File: config.mk
export PLATFORM = sky130hd
export DESIGN_NAME = dcr_config_regs
export DESIGN_NICKNAME = d
export VERILOG_FILES = /design/src/verilog/dcr_pkg.sv /design/src/verilog/dcr_reg_if.sv /design/src/verilog/dcr_spi_slave.sv /design/src/verilog/dcr_config_regs.sv
export SDC_FILE = /design/constraint.sdc
export NUM_CORES = 1
export LEC_CHECK = 0
export ABC_AREA = 1
export ABC_CLOCK_PERIOD_IN_PS = 3050
export BUFFER_PORTS_ARGS = -buffer_cell sky130_fd_sc_hd__buf_4
export CAP_MARGIN = 20
export CORE_UTILIZATION = 59
export DETAILED_ROUTE_END_ITERATION = 6
export PLACE_DENSITY_LB_ADDON = 0.08
export SYNTH_ARGS = -nofsm -noshare
export SYNTH_HDL_FRONTEND = slang
export SYNTH_HIERARCHICAL = 1
export SYNTH_SLANG_ARGS = --single-unit
export TNS_END_PERCENT = 5
File: constraint.sdc
create_clock -name clk_sys -period 3.05 [get_ports clk_sys]
set_input_delay 0.1525 -clock clk_sys [delete_from_list [all_inputs] [get_ports clk_sys]]
set_output_delay 0.1525 -clock clk_sys [all_outputs]
set_load 0.1 [all_outputs]
File: src/verilog/dcr_pkg.sv
package dcr_pkg;

	// ****************************************************************
	// Register addresses
	// ****************************************************************
	localparam logic [6:0] ADDR_SOFT_RESET = 7'h01;
	localparam logic [6:0] ADDR_CLK_RX     = 7'h03;
	localparam logic [6:0] ADDR_PORT_CTRL  = 7'h04;
	localparam logic [6:0] ADDR_GAIN_TRIM  = 7'h09;
	localparam logic [6:0] ADDR_TEST_MUX   = 7'h18;
	localparam logic [6:0] ADDR_TEMP_SENSE = 7'h19;
	localparam logic [6:0] ADDR_PGEN_CTRL  = 7'h1E;
	localparam logic [6:0] ADDR_PGEN_WORD  = 7'h1F;

	// ****************************************************************
	// Field positions, masks and reset values
	// ****************************************************************
	localparam int SOFT_RESET_BIT   = 0;
	localparam int CLK_RX_ON_BIT    = 0;
	localparam int CLK_QUAD_BIT     = 2;
	localparam int PORT_A_ON_BIT    = 0;
	localparam int PORT_B_ON_BIT    = 1;
	localparam int PORT_SINGLE_BIT  = 2;
	localparam int DATA_ON_BIT      = 3;
	localparam int MUX_SELECT_BIT   = 0;
	localparam int MUX_ADDR_LSB     = 1;
	localparam int MUX_ADDR_MSB     = 5;
	localparam int MUX_ON_BIT       = 6;
	localparam int TEMP_ON_BIT      = 0;
	localparam int TEMP_SELECT_BIT  = 1;
	localparam int PGEN_ON_BIT      = 0;
	localparam int GAIN_MSB         = 5;

	localparam logic [7:0] MASK_CLK_RX     = 8'h05;
	localparam logic [7:0] MASK_PORT_CTRL  = 8'h0F;
	localparam logic [7:0] MASK_GAIN_TRIM  = 8'h3F;
	localparam logic [7:0] MASK_TEST_MUX   = 8'h7F;
	localparam logic [7:0] MASK_TEMP_SENSE = 8'h03;
	localparam logic [7:0] MASK_PGEN_CTRL  = 8'h01;
	localparam logic [7:0] MASK_PGEN_WORD  = 8'hFF;

	localparam logic [7:0]  REG_RESET  = 8'h00;
	localparam logic [7:0]  READ_ZERO  = 8'h00;
	localparam logic [15:0] MID_SCALE  = 16'h8000;
	localparam int          DAC_WIDTH  = 16;

	// ****************************************************************
	// Serial frame layout
	// ****************************************************************
	localparam logic [3:0] CMD_LAST_BIT   = 4'h7;
	localparam logic [3:0] FRAME_LAST_BIT = 4'hF;
	localparam logic [3:0] FIRST_DATA_BIT = 4'h8;
	localparam int         READ_FLAG_POS  = 6;

	typedef enum logic [1:0] {
		DCR_IDLE = 2'b00,
		DCR_CMD  = 2'b01,
		DCR_DATA = 2'b11,
		DCR_DONE = 2'b10
	} dcr_frame_state_t;

endpackage

File: src/verilog/dcr_reg_if.sv
`timescale 1ns/1ps
interface dcr_reg_if;
	logic       wr_stb;
	logic [6:0] addr;
	logic [7:0] wdata;
	logic [7:0] rdata;

	modport frame (output wr_stb, output addr, output wdata, input rdata);
	modport bank  (input wr_stb, input addr, input wdata, output rdata);
endinterface

File: src/verilog/dcr_spi_slave.sv
`timescale 1ns/1ps
module dcr_spi_slave
	import dcr_pkg::*;
(
	input  wire logic   clk_sys,
	input  wire logic   reset_n,
	input  wire logic   spi_sck,
	input  wire logic   spi_cs_n,
	input  wire logic   spi_sdi,
	output logic        spi_sdo,
	output logic        spi_sdo_oe,
	dcr_reg_if.frame    regs
);

	// ****************************************************************
	// Edge detection on the serial clock
	// ****************************************************************
	// The serial pins are slow against clk_sys, so edges are found by sampling.
	logic             sck_prev;
	dcr_frame_state_t state;
	logic [3:0]       bit_cnt;
	logic [7:0]       shift_in;
	logic [7:0]       shift_out;
	logic             is_read;

	wire sck_rise   = spi_sck & ~sck_prev & ~spi_cs_n;
	wire sck_fall   = ~spi_sck & sck_prev & ~spi_cs_n;
	wire in_frame   = (state == DCR_CMD) || (state == DCR_DATA);
	wire cmd_end    = sck_rise && (state == DCR_CMD) && (bit_cnt == CMD_LAST_BIT);
	wire frame_end  = sck_rise && (state == DCR_DATA) && (bit_cnt == FRAME_LAST_BIT);
	wire load_read  = sck_fall && (state == DCR_DATA) && (bit_cnt == FIRST_DATA_BIT);

	// ****************************************************************
	// Frame sequencer
	// ****************************************************************
	always_ff @(posedge clk_sys or negedge reset_n) begin
		if (!reset_n) begin
			sck_prev    <= 1'b0;
			state       <= DCR_IDLE;
			bit_cnt     <= 4'h0;
			shift_in    <= 8'h00;
			is_read     <= 1'b0;
			regs.addr   <= 7'h00;
			regs.wdata  <= 8'h00;
			regs.wr_stb <= 1'b0;
		end else begin
			sck_prev    <= spi_sck;
			regs.wr_stb <= frame_end && !is_read;
			if (spi_cs_n) begin
				state   <= DCR_IDLE;
				bit_cnt <= 4'h0;
			end else begin
				if (state == DCR_IDLE)
					state <= DCR_CMD;
				if (sck_rise && in_frame) begin
					shift_in <= {shift_in[6:0], spi_sdi};
					bit_cnt  <= bit_cnt + 4'h1;
				end
				if (cmd_end) begin
					is_read   <= shift_in[READ_FLAG_POS];
					regs.addr <= {shift_in[5:0], spi_sdi};
					state     <= DCR_DATA;
				end
				if (frame_end) begin
					regs.wdata <= {shift_in[6:0], spi_sdi};
					state      <= DCR_DONE;
				end
			end
		end
	end

	// ****************************************************************
	// Read-back shifter
	// ****************************************************************
	always_ff @(posedge clk_sys or negedge reset_n) begin
		if (!reset_n) begin
			shift_out  <= 8'h00;
			spi_sdo_oe <= 1'b0;
		end else begin
			spi_sdo_oe <= is_read && (state == DCR_DATA) && !spi_cs_n;
			if (load_read)
				shift_out <= regs.rdata;
			else if (sck_fall && (state == DCR_DATA))
				shift_out <= {shift_out[6:0], 1'b0};
		end
	end

	assign spi_sdo = shift_out[7];

endmodule // dcr_spi_slave

File: src/verilog/dcr_config_regs.sv
`timescale 1ns/1ps
module dcr_config_regs
	import dcr_pkg::*;
(
	input  wire logic                 clk_sys,
	input  wire logic                 reset_n,
	input  wire logic                 spi_sck,
	input  wire logic                 spi_cs_n,
	input  wire logic                 spi_sdi,
	output logic                      spi_sdo,
	output logic                      spi_sdo_oe,
	input  wire logic                 sample_clock_in,
	output logic                      divided_clock_out,
	input  wire logic [DAC_WIDTH-1:0] port_a_data,
	input  wire logic [DAC_WIDTH-1:0] port_b_data,
	output logic [DAC_WIDTH-1:0]      dac_code,
	output logic [5:0]                gain_trim,
	output logic                      test_mux_select,
	output logic [4:0]                test_mux_addr,
	output logic                      test_mux_on,
	output logic                      temp_diode_on,
	output logic                      temp_sense_select,
	output logic                      pattern_gen_on,
	output logic [7:0]                pattern_word,
	output logic                      data_clock_rx_on,
	output logic                      data_clock_quadrature,
	output logic                      port_a_rx_on,
	output logic                      port_b_rx_on,
	output logic                      port_mode_single,
	output logic                      output_data_on
);

	// ****************************************************************
	// Serial port
	// ****************************************************************
	dcr_reg_if bus ();

	dcr_spi_slave u_spi (
		.clk_sys    (clk_sys),
		.reset_n    (reset_n),
		.spi_sck    (spi_sck),
		.spi_cs_n   (spi_cs_n),
		.spi_sdi    (spi_sdi),
		.spi_sdo    (spi_sdo),
		.spi_sdo_oe (spi_sdo_oe),
		.regs       (bus)
	);

	// ****************************************************************
	// Register decode
	// ****************************************************************
	logic [7:0] clk_rx_ctrl;
	logic [7:0] port_ctrl;
	logic [7:0] gain_trim_reg;
	logic [7:0] test_mux_ctrl;
	logic [7:0] temp_sense_ctrl;
	logic [7:0] pattern_gen_ctrl;
	logic [7:0] pattern_gen_word;

	wire soft_reset = bus.wr_stb && (bus.addr == ADDR_SOFT_RESET) && bus.wdata[SOFT_RESET_BIT];
	wire wr_clk_rx  = bus.wr_stb && (bus.addr == ADDR_CLK_RX);
	wire wr_port    = bus.wr_stb && (bus.addr == ADDR_PORT_CTRL);
	wire wr_gain    = bus.wr_stb && (bus.addr == ADDR_GAIN_TRIM);
	wire wr_mux     = bus.wr_stb && (bus.addr == ADDR_TEST_MUX);
	wire wr_temp    = bus.wr_stb && (bus.addr == ADDR_TEMP_SENSE);
	wire wr_pg_ctrl = bus.wr_stb && (bus.addr == ADDR_PGEN_CTRL);
	wire wr_pg_word = bus.wr_stb && (bus.addr == ADDR_PGEN_WORD);

	// Unmapped addresses and the self-clearing reset location read as zero.
	wire [7:0] rd_mux =
		(bus.addr == ADDR_CLK_RX)     ? clk_rx_ctrl      :
		(bus.addr == ADDR_PORT_CTRL)  ? port_ctrl        :
		(bus.addr == ADDR_GAIN_TRIM)  ? gain_trim_reg    :
		(bus.addr == ADDR_TEST_MUX)   ? test_mux_ctrl    :
		(bus.addr == ADDR_TEMP_SENSE) ? temp_sense_ctrl  :
		(bus.addr == ADDR_PGEN_CTRL)  ? pattern_gen_ctrl :
		(bus.addr == ADDR_PGEN_WORD)  ? pattern_gen_word : READ_ZERO;
	assign bus.rdata = rd_mux;

	// ****************************************************************
	// Configuration registers
	// ****************************************************************
	// Masking at write time keeps reserved bits zero for both storage and read-back.
	always_ff @(posedge clk_sys or negedge reset_n) begin
		if (!reset_n) begin
			clk_rx_ctrl      <= REG_RESET;
			port_ctrl        <= REG_RESET;
			gain_trim_reg    <= REG_RESET;
			test_mux_ctrl    <= REG_RESET;
			temp_sense_ctrl  <= REG_RESET;
			pattern_gen_ctrl <= REG_RESET;
			pattern_gen_word <= REG_RESET;
		end else if (soft_reset) begin
			clk_rx_ctrl      <= REG_RESET;
			port_ctrl        <= REG_RESET;
			gain_trim_reg    <= REG_RESET;
			test_mux_ctrl    <= REG_RESET;
			temp_sense_ctrl  <= REG_RESET;
			pattern_gen_ctrl <= REG_RESET;
			pattern_gen_word <= REG_RESET;
		end else begin
			if (wr_clk_rx)  clk_rx_ctrl      <= bus.wdata & MASK_CLK_RX;
			if (wr_port)    port_ctrl        <= bus.wdata & MASK_PORT_CTRL;
			if (wr_gain)    gain_trim_reg    <= bus.wdata & MASK_GAIN_TRIM;
			if (wr_mux)     test_mux_ctrl    <= bus.wdata & MASK_TEST_MUX;
			if (wr_temp)    temp_sense_ctrl  <= bus.wdata & MASK_TEMP_SENSE;
			if (wr_pg_ctrl) pattern_gen_ctrl <= bus.wdata & MASK_PGEN_CTRL;
			if (wr_pg_word) pattern_gen_word <= bus.wdata & MASK_PGEN_WORD;
		end
	end

	assign gain_trim             = gain_trim_reg[GAIN_MSB:0];
	assign test_mux_select       = test_mux_ctrl[MUX_SELECT_BIT];
	assign test_mux_addr         = test_mux_ctrl[MUX_ADDR_MSB:MUX_ADDR_LSB];
	assign test_mux_on           = test_mux_ctrl[MUX_ON_BIT];
	assign temp_diode_on         = temp_sense_ctrl[TEMP_ON_BIT];
	assign temp_sense_select     = temp_sense_ctrl[TEMP_SELECT_BIT];
	assign pattern_gen_on        = pattern_gen_ctrl[PGEN_ON_BIT];
	assign pattern_word          = pattern_gen_word;
	assign data_clock_rx_on      = clk_rx_ctrl[CLK_RX_ON_BIT];
	assign data_clock_quadrature = clk_rx_ctrl[CLK_QUAD_BIT];
	assign port_a_rx_on          = port_ctrl[PORT_A_ON_BIT];
	assign port_b_rx_on          = port_ctrl[PORT_B_ON_BIT];
	assign port_mode_single      = port_ctrl[PORT_SINGLE_BIT];
	assign output_data_on        = port_ctrl[DATA_ON_BIT];

	// ****************************************************************
	// Divided clock output
	// ****************************************************************
	// Toggling on every second sample-clock rise gives a quarter-rate output.
	logic sample_prev;
	logic div_phase;
	wire  sample_rise = sample_clock_in & ~sample_prev;

	always_ff @(posedge clk_sys or negedge reset_n) begin
		if (!reset_n) begin
			sample_prev       <= 1'b0;
			div_phase         <= 1'b0;
			divided_clock_out <= 1'b0;
		end else begin
			sample_prev <= sample_clock_in;
			if (sample_rise) begin
				div_phase <= ~div_phase;
				if (div_phase)
					divided_clock_out <= ~divided_clock_out;
			end
		end
	end

	// ****************************************************************
	// Converter data path
	// ****************************************************************
	// Dual-port mode alternates port A then port B; the host keeps the rate matched.
	logic port_sel_b;
	wire [DAC_WIDTH-1:0] live_code = port_mode_single ? port_b_data :
		(port_sel_b ? port_b_data : port_a_data);
	wire [DAC_WIDTH-1:0] next_code = !output_data_on ? MID_SCALE :
		(pattern_gen_on ? {pattern_word, pattern_word} : live_code);

	always_ff @(posedge clk_sys or negedge reset_n) begin
		if (!reset_n) begin
			port_sel_b <= 1'b0;
			dac_code   <= MID_SCALE;
		end else begin
			port_sel_b <= output_data_on && !port_mode_single && !port_sel_b;
			dac_code   <= next_code;
		end
	end

	// ****************************************************************
	// Checks
	// ****************************************************************
	property p_gain_write;
		@(posedge clk_sys) disable iff (!reset_n)
		wr_gain |=> (gain_trim == $past(bus.wdata[5:0])) && (gain_trim_reg[7:6] == 2'h0);
	endproperty
	a_gain_write: assert property (p_gain_write) else $error("gain trim write mismatch");

	property p_mux_write;
		@(posedge clk_sys) disable iff (!reset_n)
		wr_mux |=> (test_mux_addr == $past(bus.wdata[5:1])) && (test_mux_select == $past(bus.wdata[0]));
	endproperty
	a_mux_write: assert property (p_mux_write) else $error("test mux fields mismatch");

	property p_temp_write;
		@(posedge clk_sys) disable iff (!reset_n)
		wr_temp |=> (temp_sense_select == $past(bus.wdata[1])) && (temp_diode_on == $past(bus.wdata[0]));
	endproperty
	a_temp_write: assert property (p_temp_write) else $error("temperature control mismatch");

	property p_pattern_out;
		@(posedge clk_sys) disable iff (!reset_n)
		(output_data_on && pattern_gen_on) |=> (dac_code == {$past(pattern_word), $past(pattern_word)});
	endproperty
	a_pattern_out: assert property (p_pattern_out) else $error("pattern word not on output");

	property p_soft_reset;
		@(posedge clk_sys) disable iff (!reset_n)
		soft_reset |=> (gain_trim == 6'h00) && !port_a_rx_on && !output_data_on && (pattern_word == 8'h00);
	endproperty
	a_soft_reset: assert property (p_soft_reset) else $error("soft reset left state");

	property p_mid_scale;
		@(posedge clk_sys) disable iff (!reset_n)
		!output_data_on |=> (dac_code == MID_SCALE);
	endproperty
	a_mid_scale: assert property (p_mid_scale) else $error("output not mid-scale");

	property p_single_port;
		@(posedge clk_sys) disable iff (!reset_n)
		(output_data_on && port_mode_single && !pattern_gen_on) |=> (dac_code == $past(port_b_data));
	endproperty
	a_single_port: assert property (p_single_port) else $error("single port not from port B");

	property p_clk_rx;
		@(posedge clk_sys) disable iff (!reset_n)
		wr_clk_rx |=> (data_clock_quadrature == $past(bus.wdata[2])) && (data_clock_rx_on == $past(bus.wdata[0]));
	endproperty
	a_clk_rx: assert property (p_clk_rx) else $error("clock receiver control mismatch");

	property p_port_rx;
		@(posedge clk_sys) disable iff (!reset_n)
		wr_port |=> (port_a_rx_on == $past(bus.wdata[0])) && (port_b_rx_on == $past(bus.wdata[1]));
	endproperty
	a_port_rx: assert property (p_port_rx) else $error("port receiver enables mismatch");

	property p_reserved_read;
		@(posedge clk_sys) disable iff (!reset_n)
		((bus.addr < ADDR_CLK_RX) || (bus.addr > ADDR_PGEN_WORD)) |-> (bus.rdata == 8'h00);
	endproperty
	a_reserved_read: assert property (p_reserved_read) else $error("reserved address read nonzero");

	property p_divider;
		@(posedge clk_sys) disable iff (!reset_n)
		$changed(divided_clock_out) |-> $past(sample_rise) && !div_phase;
	endproperty
	a_divider: assert property (p_divider) else $error("divided clock toggled off schedule");

endmodule // dcr_config_regs

# Word-level counts from Yosys, hierarchy flattened
# Cells that the tools add are included.
[totals]
reg_bits = 116
in_bits = 38
output_inout_bits = 49
word_cells = 121
[op_classes]
add_sub_neg = 1
eq_ne = 13
n_mux = 33
n_bitwise = 11
reduce_logical = 41
[ops]
columns = ["op", "count"]
rows = [
  ["$mux W8", 23],
  ["$mux W16", 4],
  ["$eq A7 B5 Y1 const B", 4],
  ["$logic_and A1 B1 Y1", 21],
  ["$reduce_bool A2 Y1", 9],
  ["$eq A4 B4 Y1 const B", 2],
  ["$mux W2", 4],
  ["$mux W4", 2],
  ["$reduce_and A2 Y1", 4],
  ["$eq A7 B1 Y1 const B", 1],
  ["$eq A7 B2 Y1 const B", 1],
  ["$eq A7 B3 Y1 const B", 1],
  ["$eq A7 B4 Y1 const B", 1],
  ["$not A1 Y1", 6],
  ["$and A1 B1 Y1", 5],
  ["$add A4 B1 Y4 const B", 1],
  ["$eq A4 B3 Y1 const B", 1],
  ["$logic_not A1 Y1", 4],
  ["$reduce_bool A4 Y1", 1],
  ["$eq A2 B1 Y1 const B", 1],
  ["$eq A2 B2 Y1 const B", 1],
  ["$logic_not A2 Y1", 1],
  ["$logic_or A1 B1 Y1", 1],
]

# Depth between registers and ports, before layout
# Gate-level depths: netlist of the first run.
[depth]
word_depth = 9
depth_mapped = 13
ltp_nobuf = 13

# By module
# Netlist of the first run, hierarchy kept.
[modules_own_cells]
columns = ["mod", "instances", "cells_each", "area_each_um2", "seq_area_each_um2"]
rows = [
  ["dcr_config_regs", 1, 332, 2585.0, 1252.5],
  ["dcr_spi_slave", 1, 204, 1756.7, 1001.0],
]

# Worst setup path after synthesis of the first run
# No wires, ideal clock.
[synth_timing]
path_kind = "register to register"
startpoint = "register port_ctrl[3]"
endpoint = "register u_spi.shift_out[3]"
setup_time_ps = 71
t_arrival_ps = 1961
required_time_ps = 2979
slack_ps = 1018
stages_incl_launch_ff = 9
n_path_buf = 0
period_less_slack_ps = 2032
path_cell_list = "dfrtp_1 > clkinv_1 > a21oi_1 > o21ai_0 > nor2_1 > nand4_1 > nand2_1 > nor2_1 > nor2_1"
[synth_via]
elab_chain_cells = 3
[synth_lines]
columns = ["item", "line_no", "rtl"]
rows = [
  ["start: declaration", "dcr_config_regs.sv:53", "logic [7:0] port_ctrl;"],
  ["start signal: assignment", "dcr_config_regs.sv:103", "if (wr_port) port_ctrl <= bus.wdata & MASK_PORT_CTRL;"],
  ["$mux W8", "dcr_config_regs.sv:72", "(bus.addr == ADDR_PORT_CTRL) ? port_ctrl :"],
  ["$mux W8", "dcr_config_regs.sv:71", "(bus.addr == ADDR_CLK_RX) ? clk_rx_ctrl :"],
  ["via bus.rdata[3]", "dcr_reg_if.sv:6", "logic [7:0] rdata;"],
  ["$mux W8", "dcr_spi_slave.sv:81", "if (load_read)"],
  ["end signal: assignment", "dcr_spi_slave.sv:82", "shift_out <= regs.rdata;"],
  ["end signal: assignment", "dcr_spi_slave.sv:84", "shift_out <= {shift_out[6:0], 1'b0};"],
  ["end: declaration", "dcr_spi_slave.sv:23", "logic [7:0] shift_out;"],
]
# The timed path passes the listed nets, and every way through them passes these cells.
# A chain may end at the register's enable or synchronous reset.

# Worst setup path after layout of the first run
[layout_timing]
startpoint = "register u_spi.sck_prev"
endpoint = "register u_spi.bit_cnt[0]"
[layout_via]
elab_chain_cells = 5
[layout_lines]
columns = ["item", "line_no", "rtl"]
rows = [
  ["start: declaration", "dcr_spi_slave.sv:19", "logic sck_prev;"],
  ["start signal: assignment", "dcr_spi_slave.sv:47", "sck_prev <= spi_sck;"],
  ["$not A1 Y1", "dcr_spi_slave.sv:26", "wire sck_rise = spi_sck & ~sck_prev & ~spi_cs_n;"],
  ["$and A1 B1 Y1 (2 in a row)", "dcr_spi_slave.sv:26", ""],
  ["$logic_and A1 B1 Y1", "dcr_spi_slave.sv:55", "if (sck_rise && in_frame) begin"],
  ["$reduce_bool A2 Y1 (no source line)", "n/a", ""],
  ["end signal: assignment", "dcr_spi_slave.sv:57", "bit_cnt <= bit_cnt + 4'h1;"],
  ["end: declaration", "dcr_spi_slave.sv:21", "logic [3:0] bit_cnt;"],
]
# No other way between the ends.

==> reports/metrics.cfg, run 1 <==
[place]
portBuffers = 86
dp.cells = 704
gp_congestion = 0.935
dpl.hpwl_um = 7470
dp_slack_ns = 1.21

[final_layout]
largest_reg_flops = 16
fin_nets = 663
top_register = dac_code
instances_no_fill = 724
drive_above_1_share = 0.225
antennaDiodeCount = 0
syn2layout_area_growth_pct = 21.5
fillers = 550

[min_path]
hp-start = spi_sdi
min_path_type = input port to flop

[critical_path]
cp_slowest_cell = nor2_2
r2r_start = u_spi/sck_prev
critPathLaunch = u_spi/sck_prev
cp_top_family = simple AND/OR/NAND/NOR gates
path_buf_inv = 2
path_cells = inv_1 -> nand2_1 -> nor2_2 -> inv_1 -> o21ai_0
critPathLaunchType = flop
crit_required_ns = 3.33
crit_type = flop to flop
crit_top_cell = inv_1
critPathCaptureType = flop
path_max_fanout = 22
max_stage_delay_ns = 0.70
cp_data_arrival_time_ns = 2.16

[route]
drc = 0
viasPerCell = 5.31
postRouteAntennaNets = 0
firstDrtPassIters = 5
vias = 3847
routed_wl_um = 10300
drtIter0Drc = 338
wl_per_cell_um = 14.3

[global_routing]
grt_pass1_vias = 3490
grt_use_total = 0.284
grt_pass1_wl_um = 16600
antenna_found_initial = 0
grt_overflow = 0
grt_max_degree = 91

[yosys]
syn_inst = 536
postSynthAreaPerCell_um2 = 8.10
synth_nets = 576
synth_cell_types = 32
postSynth.asyncResetShare = 1.00
ys.flop_type = dfrtp_1
ys_seq_area_frac = 0.519
synthTopCellsByCount = nand2_1 (146), dfrtp_1 (89), nand3_1 (83)
netlist_area_mm2 = 0.00434
yosysTopAreaCell = dfrtp_1
synthDominantCellAreaShare = 0.513
synth_edf_count = 0
yosys_warnings = 6
synth_seq_cells = 90
yosys-top-cells-area = dfrtp_1 (51%), nand2_1 (13%), nand3_1 (9.6%)
yosysMostFrequentCell = nand2_1

[die]
pin_count = 87
core_mm2 = 0.00694
die_x_um = 87.8
rows = 30
die_y_um = 87.8
dieArea_mm2 = 0.00771
start_util = 0.625

[job]
maxCapViolCount = 0

[clocking]
post_cts_buffers = 0
clk_latency_ns = 0.37
clk_pin_slew_ns = 0.10
cts_tree = built
cts_buffer_depth = 2
numCtsBuffers = 9
root_buffer = clkbuf_8
cts_sinks = 90
htree_levels = 3

[outcome]
outcome = finished, final reports clean

[timing]
drv_slew = 0
finClkSkew_ns = 0.0187
slew_headroom = 0.418
period_needed_ns = 1.88
setup_viol = 0
hold_viol = 0
setup_slack_ns = 1.17
period_share = 0.615
fmax_mhz = 533
fin_tns_setup_ns = 0
rsz0062_at_grt = false
tightest_slew_ns = 0.872

[pwr]
ir_drop_v = 0.000251
power.density_mw_per_mm2 = 412
p_leak_nw = 2.83

==> tightest hold or removal path, stage by stage <==
cell	delay, ns
buf_4	0.10
nand2_1	0.05
nand2_1	0.05
==> logic make-up (layout without fill, tap and decap cells) <==
family	after synthesis	in the layout	synth area share
xor+xnor	1	1	0.00202
fa+ha+maj	2	2	0.00576
flops	90	90	0.519
compound gates	50	50	0.0611
buf+inv	52	144	0.0490
simple gates	341	341	0.363
==> layout by cell type (no fill, tap or decap), types with 2 or more instances in the layout <==
cell / count
ha_1: 2
buf_4: 87
dlygate4sd3_1: 3
clkinv_4: 2
clkbuf_8: 9
nand2_2: 7
o21ai_1: 2
clkinv_2: 2
inv_6: 2
o21ai_0: 23
inv_1: 26
nor2_1: 77
nand3_1: 83
nor2_4: 10
nand2_1: 146
a21oi_1: 20
nand2_4: 3
dfrtp_1: 89
nor2_2: 2
inv_2: 10
nand4_1: 8
==> cell type report <==
cell class / instances / area, um2 / share of cell area
clock buffer: 9 / 124 / 0.0235
clock inverter: 7 / 52.6 / 0.00996
sequential: 90 / 2250 / 0.427
tap: 96 / 120 / 0.0228
timing repair buffer: 91 / 711 / 0.135
multi-input combinational: 394 / 1880 / 0.356
inverter: 37 / 139 / 0.0263
==> per-layer routing <==
metal	vias up	routed length, um	global-route usage
met5	-	0	0
met4	0	163	0.0999
met3	17	675	0.0688
met2	146	5140	0.489
met1	1768	4360	0.349
li1	1916	-	-
==> metrics by stage <==
step	total power, mW	utilization	hold WS (ns)	area, um2
2_1_floorplan	1.36	-	-0.143	4340
3_3_place_gp	1.45	0.726	0.280	5040
3_5_place_dp	1.45	0.726	0.281	5040
4_1_cts	2.18	0.754	0.00998	5240
5_1_grt	2.25	0.760	0.0108	5280
6_report	2.17	0.760	0.0206	5280
==> worst paths after layout <==
check	end	slack, ns	depth (start not counted)
worst max-delay path	u_spi/bit_cnt[0]	1.17	5
worst min-delay path	u_spi/shift_in[0]	0.02	3
worst max register to register	u_spi/bit_cnt[0]	1.17	5
worst min register to register	divided_clock_out	0.48	1
max in group asynchronous	test_mux_ctrl[0]	2.19	3
min in group asynchronous	dac_code[0]	0.22	2
==> power by group <==
part / total [mW] / internal [mW] / leakage (nW) / switching [mW]
sequential: 1.26 / 1.23 / 1.24 / 0.0304
combinational: 0.180 / 0.0646 / 1.51 / 0.115
clock: 0.737 / 0.302 / 0.0900 / 0.435
==> what timing repair did <==
action	4_1_cts	5_1_grt
hold buffers	2	1
hold endpoints to repair	2	23
setup endpoints to repair	0	0
resized for setup	0	0
Note: power is estimated with default switching activity, not from simulation.
==> run 2: changes to the inputs <==
--- a/config.mk
+++ b/config.mk
@@ -5,11 +5,11 @@
 export SDC_FILE = /design/constraint.sdc
 export NUM_CORES = 1
 export LEC_CHECK = 0
-export ABC_AREA = 1
-export ABC_CLOCK_PERIOD_IN_PS = 3050
+export ABC_AREA = 0
+export ABC_CLOCK_PERIOD_IN_PS = 1800
 export BUFFER_PORTS_ARGS = -buffer_cell sky130_fd_sc_hd__buf_4
 export CAP_MARGIN = 20
-export CORE_UTILIZATION = 59
+export CORE_UTILIZATION = 55
 export DETAILED_ROUTE_END_ITERATION = 6
 export PLACE_DENSITY_LB_ADDON = 0.08
 export SYNTH_ARGS = -nofsm -noshare
==> constraint.sdc (replaced) <==
create_clock -name clk_sys -period 1.8 [get_ports clk_sys]
set_input_delay 0.09 -clock clk_sys [delete_from_list [all_inputs] [get_ports clk_sys]]
set_output_delay 0.09 -clock clk_sys [all_outputs]
set_load 0.1 [all_outputs]
==> run 2 against run 1 <==
Net effect:
- the flow now finishes with violations (negative setup slack)
- final area grew 4.9%
- critical path depth grew 2
- synthesized cell count shrank 35%
- clock power grew 64%
- cell count shrank 21%
- utilization shrank 0.49 points
- global-route usage shrank 3.5 points
- sequential cell count is the same
- die area grew 4.6%
- power grew 70%
- combinational power grew 79%
- critical path type unchanged
- critical endpoint is now u_spi/shift_out[3]
- largest cell class unchanged
==> reports/metrics.cfg, run 2 <==
[outcome]
outcome = finished with violations
violations = negative setup slack

[global_routing]
grt_use_total = 0.248  ; -0.0353
grt_pass1_wl_um = 15800  ; -4.3%
grt_max_degree = 91  ; unchanged
grt_pass1_vias = 3160  ; -9.5%
grt_overflow = 0  ; unchanged
antenna_found_initial = 0  ; unchanged

[timing]
finClkSkew_ns = 0.00929  ; -0.00939 ns
period_needed_ns = 1.83  ; -0.0455 ns
drv_slew = 0  ; unchanged
slew_headroom = 0.658  ; +0.239
setup_viol = 3  ; +3
period_share = 1.02  ; +0.402
tightest_slew_ns = 0.513  ; -0.359 ns
hold_viol = 0  ; unchanged
setup_slack_ns = -0.0317  ; -1.20 ns
rsz0062_at_grt = true
fmax_mhz = 546  ; +2.5%

[die]
die_y_um = 89.8  ; +2.3%
core_mm2 = 0.00733  ; +5.6%
die_x_um = 89.8  ; +2.3%
dieArea_mm2 = 0.00806  ; +4.6%
rows = 31  ; +3.3%
start_util = 0.578  ; -0.0473
pin_count = 87  ; unchanged

[final_layout]
layout_commonest_cell = buf_4
antennaDiodeCount = 0  ; unchanged
top_register = dac_code
final_cell_mix = buf_4 (119), dfrtp_1 (79), mux2i_1 (43)
syn2layout_area_growth_pct = 30.6
drive_above_1_share = 0.482  ; +0.258
ff_latch_area_mm2 = 0.00227  ; +0.56%
fillers = 498  ; -9.5%
multi_input_area_mm2 = 0.00193  ; +2.9%
fin_nets = 511  ; -23%
final_util = 0.755  ; -0.00490
largest_reg_flops = 16  ; unchanged

[critical_path]
cp_data_arrival_time_ns = 2.07  ; -0.09 ns
cp_slowest_cell = dfrtp_1
max_stage_delay_ns = 0.42  ; -0.28 ns
path_max_fanout = 5  ; -77%
critPathCaptureType = flop
crit_required_ns = 2.04  ; -1.29 ns
path_cells = buf_6 -> nor2b_4 -> nand4b_1 -> o221ai_1 -> a31oi_1 -> mux2_4 -> mux2_4
critPathLaunchType = flop
crit_top_cell = mux2_4
crit_type = flop to flop

[job]
maxCapViolCount = 0  ; unchanged

[clocking]
cts_tree = built
root_buffer = clkbuf_8
cts_buffer_depth = 2  ; unchanged
htree_levels = 3  ; unchanged
cts_sinks = 90  ; unchanged
clk_latency_ns = 0.36  ; about the same
numCtsBuffers = 9  ; unchanged
clk_pin_slew_ns = 0.09  ; about the same

[place]
dpl.hpwl_um = 6730  ; -9.9%
portBuffers = 86  ; unchanged
gp_congestion = 0.884  ; -5.5%

[yosys]
synth_edf_count = 0  ; unchanged
ys.flop_type = dfrtp_1
synthTopCellsByCount = dfrtp_1 (89), mux2i_1 (43), mux2_2 (40)
netlist_area_mm2 = 0.00424  ; -2.4%
synth_cell_types = 55  ; +72%
synth_seq_cells = 90  ; unchanged
ys_seq_area_frac = 0.532  ; +0.0129
yosysMostFrequentCell = dfrtp_1
yosysTopAreaCell = dfrtp_1
yosys_warnings = 6  ; unchanged
yosys-top-cells-area = dfrtp_1 (53%), mux2_2 (11%), mux2i_1 (10%)
synthDominantCellAreaShare = 0.526  ; +0.0127
synth_nets = 388  ; -33%
syn_inst = 348  ; -35%
postSynth.asyncResetShare = 1.00  ; unchanged
postSynthAreaPerCell_um2 = 12.2  ; +50%

[route]
firstDrtPassIters = 4  ; -1
postRouteAntennaNets = 0  ; unchanged
wl_per_cell_um = 16.5  ; +15%
drc = 0  ; unchanged
vias = 3143  ; -18%
viasPerCell = 5.48  ; +3.1%
routed_wl_um = 9450  ; -8.7%
drtIter0Drc = 161  ; -52%

[min_path]
min_path_type = input port to flop

[pwr]
power.density_mw_per_mm2 = 666  ; +62%
p_leak_nw = 2.84  ; about the same
ir_drop_v = 0.000584  ; +130%
power_mw = 3.68  ; +70%

==> run 2: cell type report <==
| cell class | count | share of cell area |
|---|---|---|
| sequential | 90 | 0.410 |
| multi-input combinational | 236 | 0.349 |
| timing repair buffer | 129 | 0.185 |
| clock buffer | 9 | 0.0224 |
| tap | 99 | 0.0224 |
| clock inverter | 6 | 0.00791 |
| inverter | 5 | 0.00339 |
==> run 2: routing by layer <==
layer / wire length, um / global-route usage
met1: 4370 / 0.335
met2: 4400 / 0.397
met3: 528 / 0.0651
met4: 147 / 0.0738
met5: 0 / 0
==> run 2: what timing repair did <==
item                                    CTS  global route
hold buffers                              5             0
resized for setup                        14            11
buffers inserted                          7             0
endpoints found under the hold margin   100             0
endpoints found under the setup margin    5            10
pin swaps                                 5             3
==> run 2: path summary, 6_finish.rpt <==
check	startpoint	to	slack, ns	cells after the start
worst max-delay path	u_spi/regs.addr[2]	u_spi/shift_out[3]	-0.03	7
worst min-delay path	port_b_data[5]	dac_code[5]	0.03	3
worst max register to register	u_spi/regs.addr[2]	u_spi/shift_out[3]	-0.03	7
worst min register to register	u_spi/is_read	u_spi/regs.wr_stb	0.45	1
max in group asynchronous	reset_n	u_spi/regs.addr[6]	1.12	3
min in group asynchronous	reset_n	dac_code[0]	0.30	3
==> run 2: power by group <==
part	switching (mW)	internal [mW]
Combinational	0.180	0.143
Clock	0.711	0.495
Sequential	0.0662	2.09
Total	0.957	2.73
==> run 2: cell families after synthesis <==
kind of cell,count (synthesis),share of synthesized area
and+or+nand+nor,94,0.140
DFF,90,0.532
muxes,83,0.208
AOI/OAI and AO/OA,53,0.0762
buffers and inverters,22,0.0295
xor gates and xnor gates,4,0.00827
adders and majority gates,2,0.00591
==> run 2: stage by stage <==
step | area [um2] | setup slack, ns | setup TNS [ns] | hold slack (ns) | std cells
after floorplan | 4240 | -0.0735 | -0.161 | -0.206 | 348
after global placement | 5180 | -0.0430 | -0.0868 | 0.164 | 547
after detailed placement | 5180 | -0.101 | -0.267 | 0.164 | 547
after CTS | 5500 | 0.000522 | 0 | 0.0229 | 574
after global routing | 5530 | -0.108 | -0.354 | 0.0370 | 574
final | 5530 | -0.0317 | -0.0555 | 0.0299 | 574
==> run 2: critical path: cells and delay by family, from the launching register on <==
kind	cells	cell delay [ns]
AO/OA/AOI/OAI	2	0.29
buffers and inverters	1	0.14
flip-flops	1	0.42
multiplexers	2	0.53
AND/OR/NAND/NOR	2	0.34
